--- src/core/vrc_pkg.sv ---
package vrc_pkg;
    // ***********************************************************
    // Register map (byte addresses on Wishbone)
    // ***********************************************************
    // 0x9F is not a multiple of four, so it is kept as an index
    localparam logic [7:0]  LADDER_CTRL_IDX   = 8'h9F;
    localparam logic [9:0]  LADDER_CTRL_ADDR  = {LADDER_CTRL_IDX, 2'b00};
    localparam logic [9:0]  CMP_MODE_ADDR     = 10'h000;
    localparam logic [9:0]  PORT_DIR_ADDR     = 10'h004;
    localparam logic [9:0]  LADDER_STAT_ADDR  = 10'h008;
    localparam int          ADDR_W            = 10;

    // ***********************************************************
    // Field layout and reset values
    // ***********************************************************
    localparam int          PWR_BIT           = 7;
    localparam int          PIN_OE_BIT        = 6;
    localparam int          RANGE_BIT         = 5;
    localparam int          UNUSED_BIT        = 4;
    localparam int          TAP_W             = 4;
    localparam int          TAP_LEVELS        = 16;
    localparam logic [7:0]  CTRL_WRITE_MASK   = 8'hEF;
    localparam logic [7:0]  CTRL_RESET        = 8'h00;
    localparam logic [2:0]  CMP_MODE_RESET    = 3'h0;
    localparam logic [4:0]  PORT_DIR_RESET    = 5'h1F;
    localparam int          PORT_A_PIN_TWO    = 2;

    typedef enum logic [2:0] {
        VRC_CM_RESET    = 3'b000,
        VRC_CM_VREF     = 3'b010,
        VRC_CM_OFF      = 3'b111
    } vrc_cmp_mode_t;
endpackage : vrc_pkg

--- src/core/vrc_bus_if.sv ---
`timescale 1ns/1ps
interface vrc_bus_if;
    logic                       wr;
    logic [vrc_pkg::ADDR_W-1:0] adr;
    logic [7:0]                 wdat;
    logic                       wsel;

    modport master (output wr, output adr, output wdat, output wsel);
    modport slave  (input  wr, input  adr, input  wdat, input  wsel);
endinterface : vrc_bus_if

--- src/core/vrc_reg.sv ---
`timescale 1ns/1ps
// ***********************************************************
// Ladder control register store
// ***********************************************************
module vrc_reg (
    input  wire logic   clk_i,
    input  wire logic   rst_i,
    vrc_bus_if.slave    bus,
    output logic [7:0]  ctrl_o
);
    logic [7:0] ctrl_r;
    logic [7:0] ctrl_nxt;

    always_comb begin
        ctrl_nxt = ctrl_r;
        if (bus.wr && bus.wsel && bus.adr == vrc_pkg::LADDER_CTRL_ADDR) begin
            // Bit 4 never stores, so it always reads back as zero
            ctrl_nxt = bus.wdat & vrc_pkg::CTRL_WRITE_MASK;
        end
    end

    // Only device reset clears; sleep wake-up has no path here
    always_ff @(posedge clk_i) begin
        if (rst_i) begin
            ctrl_r <= vrc_pkg::CTRL_RESET;
        end else begin
            ctrl_r <= ctrl_nxt;
        end
    end

    assign ctrl_o = ctrl_r;
endmodule : vrc_reg

--- src/core/vrc_top.sv ---
`timescale 1ns/1ps
// Behaviour
// - Sixteen tap levels per range, four-bit code
// - Range bit picks divide-by-24 or quarter-plus-32nds
// - Power bit seven powers ladder, else off
// - Reset clears every implemented control bit
// - Pin drive needs pin-output bit and direction bit
// - Sleep wake-up leaves control register unchanged
// - Bit four ignores writes, reads zero
// - Reference works regardless of comparator mode
// - Comparator mode 010 feeds reference to both (here only the one output cmp_vin_plus_vref_o)
module vrc_top (
    input  wire logic        clk_i,
    input  wire logic        rst_i,
    input  wire logic        wb_cyc_i,
    input  wire logic        wb_stb_i,
    input  wire logic        wb_we_i,
    input  wire logic [31:0] wb_adr_i,
    input  wire logic [3:0]  wb_sel_i,
    input  wire logic [31:0] wb_dat_i,
    output logic [31:0]      wb_dat_o,
    output logic             wb_ack_o,
    output logic             wb_err_o,
    output logic             ladder_power_on_o,
    output logic             ladder_range_select_o,
    output logic [3:0]       ladder_tap_select_o,
    output logic             port_a_pin_two_vref_o,
    output logic             cmp_vin_plus_vref_o
);
    // ***********************************************************
    // Bus decode
    // ***********************************************************
    function automatic logic vrc_mapped(input logic [31:0] a);
        return a[31:vrc_pkg::ADDR_W] == '0 &&
               (a[9:0] == vrc_pkg::LADDER_CTRL_ADDR || a[9:0] == vrc_pkg::CMP_MODE_ADDR ||
                a[9:0] == vrc_pkg::PORT_DIR_ADDR || a[9:0] == vrc_pkg::LADDER_STAT_ADDR);
    endfunction : vrc_mapped

    vrc_bus_if bus ();

    logic        req;
    logic        ack_r,   ack_nxt;
    logic        err_r,   err_nxt;
    logic [31:0] dat_r,   dat_nxt;
    logic [2:0]  cmode_r, cmode_nxt;
    logic [4:0]  pdir_r,  pdir_nxt;
    logic        pwr_r,   pwr_nxt;
    logic        rng_r,   rng_nxt;
    logic [3:0]  tap_r,   tap_nxt;
    logic        pin_r,   pin_nxt;
    logic        cvr_r,   cvr_nxt;
    logic [7:0]  ctrl;

    // A new request is only taken while no answer is standing
    assign req       = wb_cyc_i && wb_stb_i && !ack_r && !err_r;
    assign bus.wr    = req && wb_we_i && vrc_mapped(wb_adr_i);
    assign bus.adr   = wb_adr_i[vrc_pkg::ADDR_W-1:0];
    assign bus.wdat  = wb_dat_i[7:0];
    assign bus.wsel  = wb_sel_i[0];

    vrc_reg u_reg (
        .clk_i  (clk_i),
        .rst_i  (rst_i),
        .bus    (bus),
        .ctrl_o (ctrl)
    );

    // ***********************************************************
    // Answer, read data, side registers
    // ***********************************************************
    always_comb begin
        ack_nxt   = req && vrc_mapped(wb_adr_i);
        err_nxt   = req && !vrc_mapped(wb_adr_i);
        dat_nxt   = 32'h0000_0000;
        cmode_nxt = cmode_r;
        pdir_nxt  = pdir_r;
        if (req && !wb_we_i) begin
            unique case (wb_adr_i[vrc_pkg::ADDR_W-1:0])
                vrc_pkg::LADDER_CTRL_ADDR: dat_nxt = {24'h00_0000, ctrl};
                vrc_pkg::CMP_MODE_ADDR:    dat_nxt = {29'h0, cmode_r};
                vrc_pkg::PORT_DIR_ADDR:    dat_nxt = {27'h0, pdir_r};
                vrc_pkg::LADDER_STAT_ADDR: dat_nxt = {24'h00_0000, pwr_r, pin_r, rng_r,
                                                      cvr_r, tap_r};
                default:                   dat_nxt = 32'h0000_0000;
            endcase
        end
        if (bus.wr && wb_sel_i[0]) begin
            if (bus.adr == vrc_pkg::CMP_MODE_ADDR) begin
                cmode_nxt = wb_dat_i[2:0];
            end
            if (bus.adr == vrc_pkg::PORT_DIR_ADDR) begin
                pdir_nxt = wb_dat_i[4:0];
            end
        end
    end

    always_ff @(posedge clk_i) begin
        if (rst_i) begin
            ack_r   <= 1'b0;
            err_r   <= 1'b0;
            dat_r   <= 32'h0000_0000;
            cmode_r <= vrc_pkg::CMP_MODE_RESET;
            pdir_r  <= vrc_pkg::PORT_DIR_RESET;
        end else begin
            ack_r   <= ack_nxt;
            err_r   <= err_nxt;
            dat_r   <= dat_nxt;
            cmode_r <= cmode_nxt;
            pdir_r  <= pdir_nxt;
        end
    end

    // ***********************************************************
    // Ladder controls
    // ***********************************************************
    // Taps decode in the analog ladder: code/24 (range set) or 1/4 + code/32
    always_comb begin
        pwr_nxt = ctrl[vrc_pkg::PWR_BIT];
        rng_nxt = ctrl[vrc_pkg::RANGE_BIT];
        tap_nxt = ctrl[vrc_pkg::TAP_W-1:0];
        pin_nxt = ctrl[vrc_pkg::PIN_OE_BIT] && pdir_r[vrc_pkg::PORT_A_PIN_TWO];
        cvr_nxt = cmode_r == vrc_pkg::VRC_CM_VREF;
    end

    // One cycle behind the register write; settling is left to software
    always_ff @(posedge clk_i) begin
        if (rst_i) begin
            pwr_r <= 1'b0;
            rng_r <= 1'b0;
            tap_r <= 4'h0;
            pin_r <= 1'b0;
            cvr_r <= 1'b0;
        end else begin
            pwr_r <= pwr_nxt;
            rng_r <= rng_nxt;
            tap_r <= tap_nxt;
            pin_r <= pin_nxt;
            cvr_r <= cvr_nxt;
        end
    end

    assign wb_dat_o              = dat_r;
    assign wb_ack_o              = ack_r;
    assign wb_err_o              = err_r;
    assign ladder_power_on_o     = pwr_r;
    assign ladder_range_select_o = rng_r;
    assign ladder_tap_select_o   = tap_r;
    assign port_a_pin_two_vref_o = pin_r;
    assign cmp_vin_plus_vref_o   = cvr_r;
endmodule : vrc_top

--- config.mk ---
export PLATFORM = sky130hd
export DESIGN_NAME = vrc_top
export DESIGN_NICKNAME = d
export VERILOG_FILES = /design/src/core/vrc_pkg.sv /design/src/core/vrc_bus_if.sv /design/src/core/vrc_reg.sv /design/src/core/vrc_top.sv
export SDC_FILE = /design/constraint.sdc
export NUM_CORES = 1
export LEC_CHECK = 0
export ABC_CLOCK_PERIOD_IN_PS = 6300
export BUFFER_PORTS_ARGS = -buffer_cell sky130_fd_sc_hd__buf_4
export CAP_MARGIN = 20
export CELL_PAD_IN_SITES_DETAIL_PLACEMENT = 2
export CELL_PAD_IN_SITES_GLOBAL_PLACEMENT = 2
export CORE_MARGIN = 2
export CORE_UTILIZATION = 23
export CTS_CLUSTER_SIZE = 25
export DETAILED_ROUTE_END_ITERATION = 7
export PLACE_DENSITY = 0.9
export SLEW_MARGIN = 5
export SYNTH_ARGS = -nofsm -noshare
export SYNTH_HDL_FRONTEND = slang
export SYNTH_SLANG_ARGS = --single-unit
--- constraint.sdc ---
create_clock -name clk_i -period 6.3 [get_ports clk_i]
set_input_delay 0.63 -clock clk_i [delete_from_list [all_inputs] [get_ports clk_i]]
set_output_delay 0.63 -clock clk_i [all_outputs]
set_load 0.005 [all_outputs]
## Yosys cells after proc, flatten, opt, wreduce, memory -nomap -nowiden

Cells that the tools add are included.

| word-level totals | value |
|---|---|
| flip-flop bits (word level) | 57 |
| logic and storage cells | 41 |

| operators by class | value |
|---|---|
| reduce and logical (&&, ||, !) cells | 24 |
| bitwise operators | 1 |
| equality and inequality tests | 4 |
| muxes and demuxes | 1 |

Operator list:

| cell | count |
|---|---|
| one-hot mux 8 bit (4 select lines) | 1 |
| zero test 22 bit | 1 |
| logical AND 1 bit | 12 |
| == test 10 bit (second input constant) | 1 |
| == test 10 x 3 -> 1 bit (second input constant) | 1 |
| == test 10 x 4 -> 1 bit (second input constant) | 1 |
| zero test 10 bit | 1 |
| zero test 1 bit | 4 |
| AND reduction 2 bit | 2 |
| == test 3 x 2 -> 1 bit (second input constant) | 1 |
| logical OR 1 bit | 3 |
| OR reduction 2 bit | 1 |
| inverter 1 bit | 1 |

## Logic depth before layout (Yosys ltp)

| logic depth | value |
|---|---|
| depth in word-level cells | 8 |
| mapped depth | 5 |
| gate-level depth less buffers | 4 |

## Cells and area by module

A second synthesis with hierarchy kept.

| second synthesis, totals | value |
|---|---|
| cells, all modules | 178 |
| area total of the unflattened synthesis | 1759.2 um^2 |

Modules (own cells, without submodules):

| module | cells an instance | area an instance (um^2) | instances |
|---|---|---|---|
| vrc_top | 143 | 1385.1 | 1 |
| vrc_reg | 35 | 374.1 | 1 |

## Worst setup path after synthesis

Ideal clock, no wire load.

| path | value |
|---|---|
| kind | in2reg |
| start point | input port wb_adr_i[14] |
| end point | register u_reg.ctrl_r[3] (netlist: u_reg.ctrl_o[3]) |
| cell stages on the path | 4 |
| arrival | 2.346 ns |
| slack | 3.832 ns |
| cells stage by stage | or4_4 or4_4 nor3_4 mux2_4 |

| between the ends | value |
|---|---|
| longest elaborated chain between the ends | 5 |

Ends and longest elaborated chain:

| element | RTL line | source |
|---|---|---|
| start, declared | vrc_top.sv:18 | `input wire logic [31:0] wb_adr_i,` |
| zero test 22 bit | vrc_top.sv:34 | `return a[31:vrc_pkg::ADDR_W] == '0 &&` |
| logical AND 1 bit | vrc_top.sv:34 |  |
| logical AND 1 bit | vrc_top.sv:56 | `assign bus.wr = req && wb_we_i && vrc_mapped(wb_adr_i);` |
| logical AND 1 bit (2 in series) | vrc_reg.sv:16 | `if (bus.wr && bus.wsel && bus.adr == vrc_pkg::LADDER_CTRL_ADDR) begin` |
| end signal, assigned | vrc_reg.sv:25 | `ctrl_r <= vrc_pkg::CTRL_RESET;` |
| end signal, assigned | vrc_reg.sv:27 | `ctrl_r <= ctrl_nxt;` |
| end, declared | vrc_reg.sv:11 | `logic [7:0] ctrl_r;` |

No other way between the ends.
A chain may end at the register's enable or synchronous reset.

## Worst setup path in the final report

| path | value |
|---|---|
| start point | input port wb_adr_i[14] |
| end point | register u_reg.ctrl_r[7] (netlist: u_reg.ctrl_o[7]) |

The elaborated chain is that of the path after synthesis.

==> results_tabular.tex <==
\begin{tabular}{lr}
\hline
Metric & Value \\
\hline
\multicolumn{2}{l}{\textbf{Floorplanning}} \\
\quad Core outline area & 6869 um2 \\
\quad Number of I/O pins & 115 \\
\quad Chip Width & 88.90 um \\
\quad Die Area & 7903 um2 \\
\quad DIE HEIGHT & 88.90 um \\
\quad Starting density of the core & 0.2413 \\
\quad Std-Cell Rows & 30 \\
\multicolumn{2}{l}{\textbf{Critical path}} \\
\quad Number of cells on the worst reg-to-reg path & 4 \\
\quad Crit path DAT & 2.66 ns \\
\quad Worst Path Max Fanout & 6 \\
\quad CP endpoint kind & flip-flop \\
\quad Stage delay of the slowest cell on the critical path & 0.58 ns \\
\quad Capture point of the worst reg-to-reg path & u\_reg.ctrl\_o[7]\$\_SDFFE\_PP0P\_ \\
\quad CP required & 6.48 ns \\
\quad Crit path max-delay family & simple AND/OR/NAND/NOR gates \\
\quad Register-to-register path setup slack & 3.97 ns \\
\quad Worst path cell trace & buf\_4 > or4\_4 > or4\_4 > nor3\_4 > mux2\_4 \\
\quad Worst path bufs/invs & 1 \\
\quad Cell type of the slowest stage on the worst timing path & sky130\_fd\_sc\_hd\_\_or4\_4 \\
\quad Category of the most critical setup path & in -> reg \\
\quad CP startpoint kind & primary input \\
\quad Most Frequent Cell on Critical Path & sky130\_fd\_sc\_hd\_\_or4\_4 \\
\quad Critical R2R Launch & wb\_ack\_o\$\_SDFF\_PP0\_ \\
\multicolumn{2}{l}{\textbf{Synth}} \\
\quad Seq cells post-synth & 33 \\
\quad Count of flip-flops with a built-in enable after synthesis & 0 \\
\quad Main synth FF type & sky130\_fd\_sc\_hd\_\_dfxtp\_1 \\
\quad Synthesis warning total & 0 \\
\quad Sequential cell area fraction in the yosys report & 0.3985 \\
\quad Syn Inst Count & 184 \\
\quad Cell area after synthesis & 1658 um2 \\
\quad Average footprint of a synthesized cell & 9.010 um2 \\
\quad Number of distinct library cells after synthesis & 31 \\
\quad Fraction of registers with async set or reset after synthesis & 0 \\
\multicolumn{2}{l}{\textbf{Power and ir drop}} \\
\quad Leakage & 1.006 nW \\
\quad Total power after layout & 405.4 uW \\
\quad Power density normalized to cell area & 181.6 nW/um2 \\
\quad VDD IR max & 0.06956 mV \\
\multicolumn{2}{l}{\textbf{Run status}} \\
\quad Outcome & finished clean \\
\multicolumn{2}{l}{\textbf{Timing}} \\
\quad Final setup violation count & 0 \\
\quad RSZ-0062 raised after global routing & false \\
\quad Fmax & 0.4035 GHz \\
\quad Count of endpoints failing hold in the final timing report & 0 \\
\quad Slew of the pin with the lowest slew margin & 0.8983 ns \\
\quad Setup TNS & 0 ns \\
\quad Slew margin rel. & 0.3956 \\
\quad Time the final worst path needs with I/O delays and setup & 2.478 ns \\
\quad Final number of max-transition violations & 0 \\
\quad Final Cycle Share & 0.3934 \\
\quad Worst-case clock skew & 0.004135 ns \\
\multicolumn{2}{l}{\textbf{Drt}} \\
\quad Total wirelength of the detailed-routed design & 5256 um \\
\quad Average detailed-routed wire length per instance & 15.15 um \\
\quad First-pass detailed-route iteration total & 4 \\
\quad Post-route DRC violation count & 0 \\
\quad Violation count after the first detailed-routing iteration & 39 \\
\quad Vias per cell & 4.360 \\
\quad Remaining antenna violation count & 0 \\
\quad Routed via count & 1513 \\
\multicolumn{2}{l}{\textbf{CTS}} \\
\quad Clk sink count & 33 \\
\quad Clk pin slew, worst setup/hold paths & 0.07 ns \\
\quad Clock tree from TritonCTS & yes \\
\quad Clk Tree Root Cell & sky130\_fd\_sc\_hd\_\_clkbuf\_8 \\
\quad Maximum number of buffers from clock root to sink & 2 \\
\quad Number of buffers inserted to repair setup after CTS & 0 \\
\quad Post-CTS Hold Fix Bufs & 0 \\
\quad Number of gates resized after CTS & 0 \\
\quad Later-pin clock latency in the skew report & 0.29 ns \\
\quad H-tree Lvls & 2 \\
\quad Number of buffers inserted during clock tree synthesis & 5 \\
\multicolumn{2}{l}{\textbf{Placement}} \\
\quad Global placer's final weighted congestion & 0.7378 \\
\quad DP Cell Count & 339 \\
\quad DP Wirelength & 4290 um \\
\quad Number of buffers added on ports & 63 \\
\multicolumn{2}{l}{\textbf{GRT}} \\
\quad GR Overflow Total & 0 \\
\quad Wire length of the first global-routing pass & 7955 um \\
\quad Maximum number of pins on one net before global-route repair & 31 \\
\quad Antenna violations before repair & 0 \\
\quad Via count of the first global-routing pass & 1657 \\
\quad All-Layer GR Usage & 0.1338 \\
\multicolumn{2}{l}{\textbf{Final layout}} \\
\quad Number of non-filler instances in the completed layout & 347 \\
\quad Area growth from synthesis to layout & 34.64\% \\
\quad Most frequent standard cell in the layout excluding fill and tap cells & sky130\_fd\_sc\_hd\_\_buf\_4 \\
\quad Fraction of final layout cells sized beyond drive strength 1 & 0.3386 \\
\quad Final net count & 323 \\
\quad N\_diodes & 0 \\
\quad Highest-count cells in the layout ignoring fill and taps & sky130\_fd\_sc\_hd\_\_buf\_4 (64), sky130\_fd\_sc\_hd\_\_dfxtp\_1 (33), sky130\_fd\_sc\_hd\_\_conb\_1 (24) \\
\multicolumn{2}{l}{\textbf{Hold path}} \\
\quad Startpoint of the tightest hold check path & pdir\_r[2]\$\_SDFFE\_PP1P\_ \\
\quad Class of the tightest hold or removal check & reg -> reg \\
\quad Sink of the worst hold path & port\_a\_pin\_two\_vref\_o\$\_SDFF\_PP0\_ \\
\quad Hold path depth & 2 \\
\multicolumn{2}{l}{\textbf{Job}} \\
\quad Max-cap viol count & 0 \\
\hline
\end{tabular}
==> worst min-delay path: cells and delay by family, from the launching register on <==
family | cells | cell delay [ns]
and+or+nand+nor | 2 | 0.10
DFF | 1 | 0.34
==> synthesized netlist by cell type, types with 2 or more instances <==
master / n / area, um2
sky130_fd_sc_hd__buf_4: 24 / 180.2
sky130_fd_sc_hd__mux2_2: 3 / 33.78
sky130_fd_sc_hd__a21oi_1: 5 / 25.02
sky130_fd_sc_hd__nand2_1: 8 / 30.03
sky130_fd_sc_hd__nor2b_1: 5 / 31.28
sky130_fd_sc_hd__mux2i_1: 12 / 120.1
sky130_fd_sc_hd__dfxtp_1: 33 / 660.6
sky130_fd_sc_hd__a22oi_1: 3 / 22.52
sky130_fd_sc_hd__mux2_4: 3 / 45.04
sky130_fd_sc_hd__nor2_1: 18 / 67.56
sky130_fd_sc_hd__or3_1: 3 / 18.77
sky130_fd_sc_hd__inv_1: 12 / 45.04
sky130_fd_sc_hd__or4_4: 3 / 33.78
sky130_fd_sc_hd__nor3_4: 2 / 32.53
sky130_fd_sc_hd__clkbuf_1: 4 / 15.01
sky130_fd_sc_hd__nand2b_1: 10 / 62.56
sky130_fd_sc_hd__o21ai_0: 4 / 20.02
sky130_fd_sc_hd__nand4_1: 3 / 18.77
sky130_fd_sc_hd__nor3_1: 10 / 50.05
sky130_fd_sc_hd__nor4_1: 8 / 50.05
==> flip-flops by register name, summed over array words and instances (netlist names) <==
| signal | count |
|---|---|
| cmode_r | 3 |
| cmp_vin_plus_vref_o | 1 |
| wb_dat_o | 8 |
| wb_err_o | 1 |
| wb_ack_o | 1 |
| port_a_pin_two_vref_o | 1 |
| u_reg.ctrl_o | 7 |
| ladder_tap_select_o | 4 |
| ladder_power_on_o | 1 |
| ladder_range_select_o | 1 |
| pdir_r | 5 |
==> stage by stage <==
step | setup WS, ns | hold WS, ns | area, um2 | util
2_1_floorplan | 3.832 | 0.4202 | 1744 | -
3_3_place_gp | 3.570 | 0.4420 | 2150 | 0.3129
3_5_place_dp | 3.513 | 0.4588 | 2150 | 0.3129
4_1_cts | 3.826 | 0.4774 | 2232 | 0.3250
5_1_grt | 3.742 | 0.4923 | 2232 | 0.3250
6_report | 3.822 | 0.4697 | 2232 | 0.3250
==> power breakdown <==
part / internal (mW) / total, mW / switching, mW
Clock: 0.0765 / 0.154 / 0.0773
Combinational: 0.0233 / 0.0427 / 0.0193
Sequential: 0.209 / 0.209 / 0.000166
Total: 0.309 / 0.405 / 0.0967
==> layout make-up <==
| cell class | instances | area, um2 |
|---|---|---|
| flip-flops and latches | 33 | 660.6 |
| fillers | 799 | 4637 |
| inverters | 12 | 45.04 |
| repair buffers | 64 | 480.5 |
| clock inverters | 2 | 10.01 |
| clock buffers | 6 | 72.57 |
| well taps | 96 | 120.1 |
| multi-input cells | 134 | 843.3 |
==> layer usage <==
layer,vias to the layer above,track usage,share of wire
met1,738,0.1410,0.39
met3,5,0.03047,0.051
met4,0,0.04132,0.0095
met2,50,0.2605,0.55
li1,720,-,-
met5,-,0,0
==> how the worst max path moves through the flow <==
stage	startpoint	endpoint	slack, ns	cells after the start
after floorplan	wb_adr_i[14]	u_reg.ctrl_o[3]$_SDFFE_PP0P_	3.83	4
after global placement	wb_adr_i[14]	u_reg.ctrl_o[3]$_SDFFE_PP0P_	3.57	5
after detailed placement	wb_adr_i[14]	u_reg.ctrl_o[5]$_SDFFE_PP0P_	3.51	5
after CTS	wb_adr_i[14]	u_reg.ctrl_o[3]$_SDFFE_PP0P_	3.83	5
after global routing	wb_adr_i[4]	wb_dat_o[5]$_SDFF_PP0_	3.74	5
final	wb_adr_i[14]	u_reg.ctrl_o[7]$_SDFFE_PP0P_	3.82	5
==> logic make-up (layout without fill, tap and decap cells) <==
family                 after synthesis  in the layout  share of synthesized area
muxes                               18             18                     0.1200
DFF                                 33             33                     0.3985
buffers and inverters               40             84                     0.1449
and+or+nand+nor                     77             77                     0.2792
AOI/OAI and AO/OA                   15             15                    0.05510
other                                1             24                   0.002262
Power figures use the tool's default switching activity.
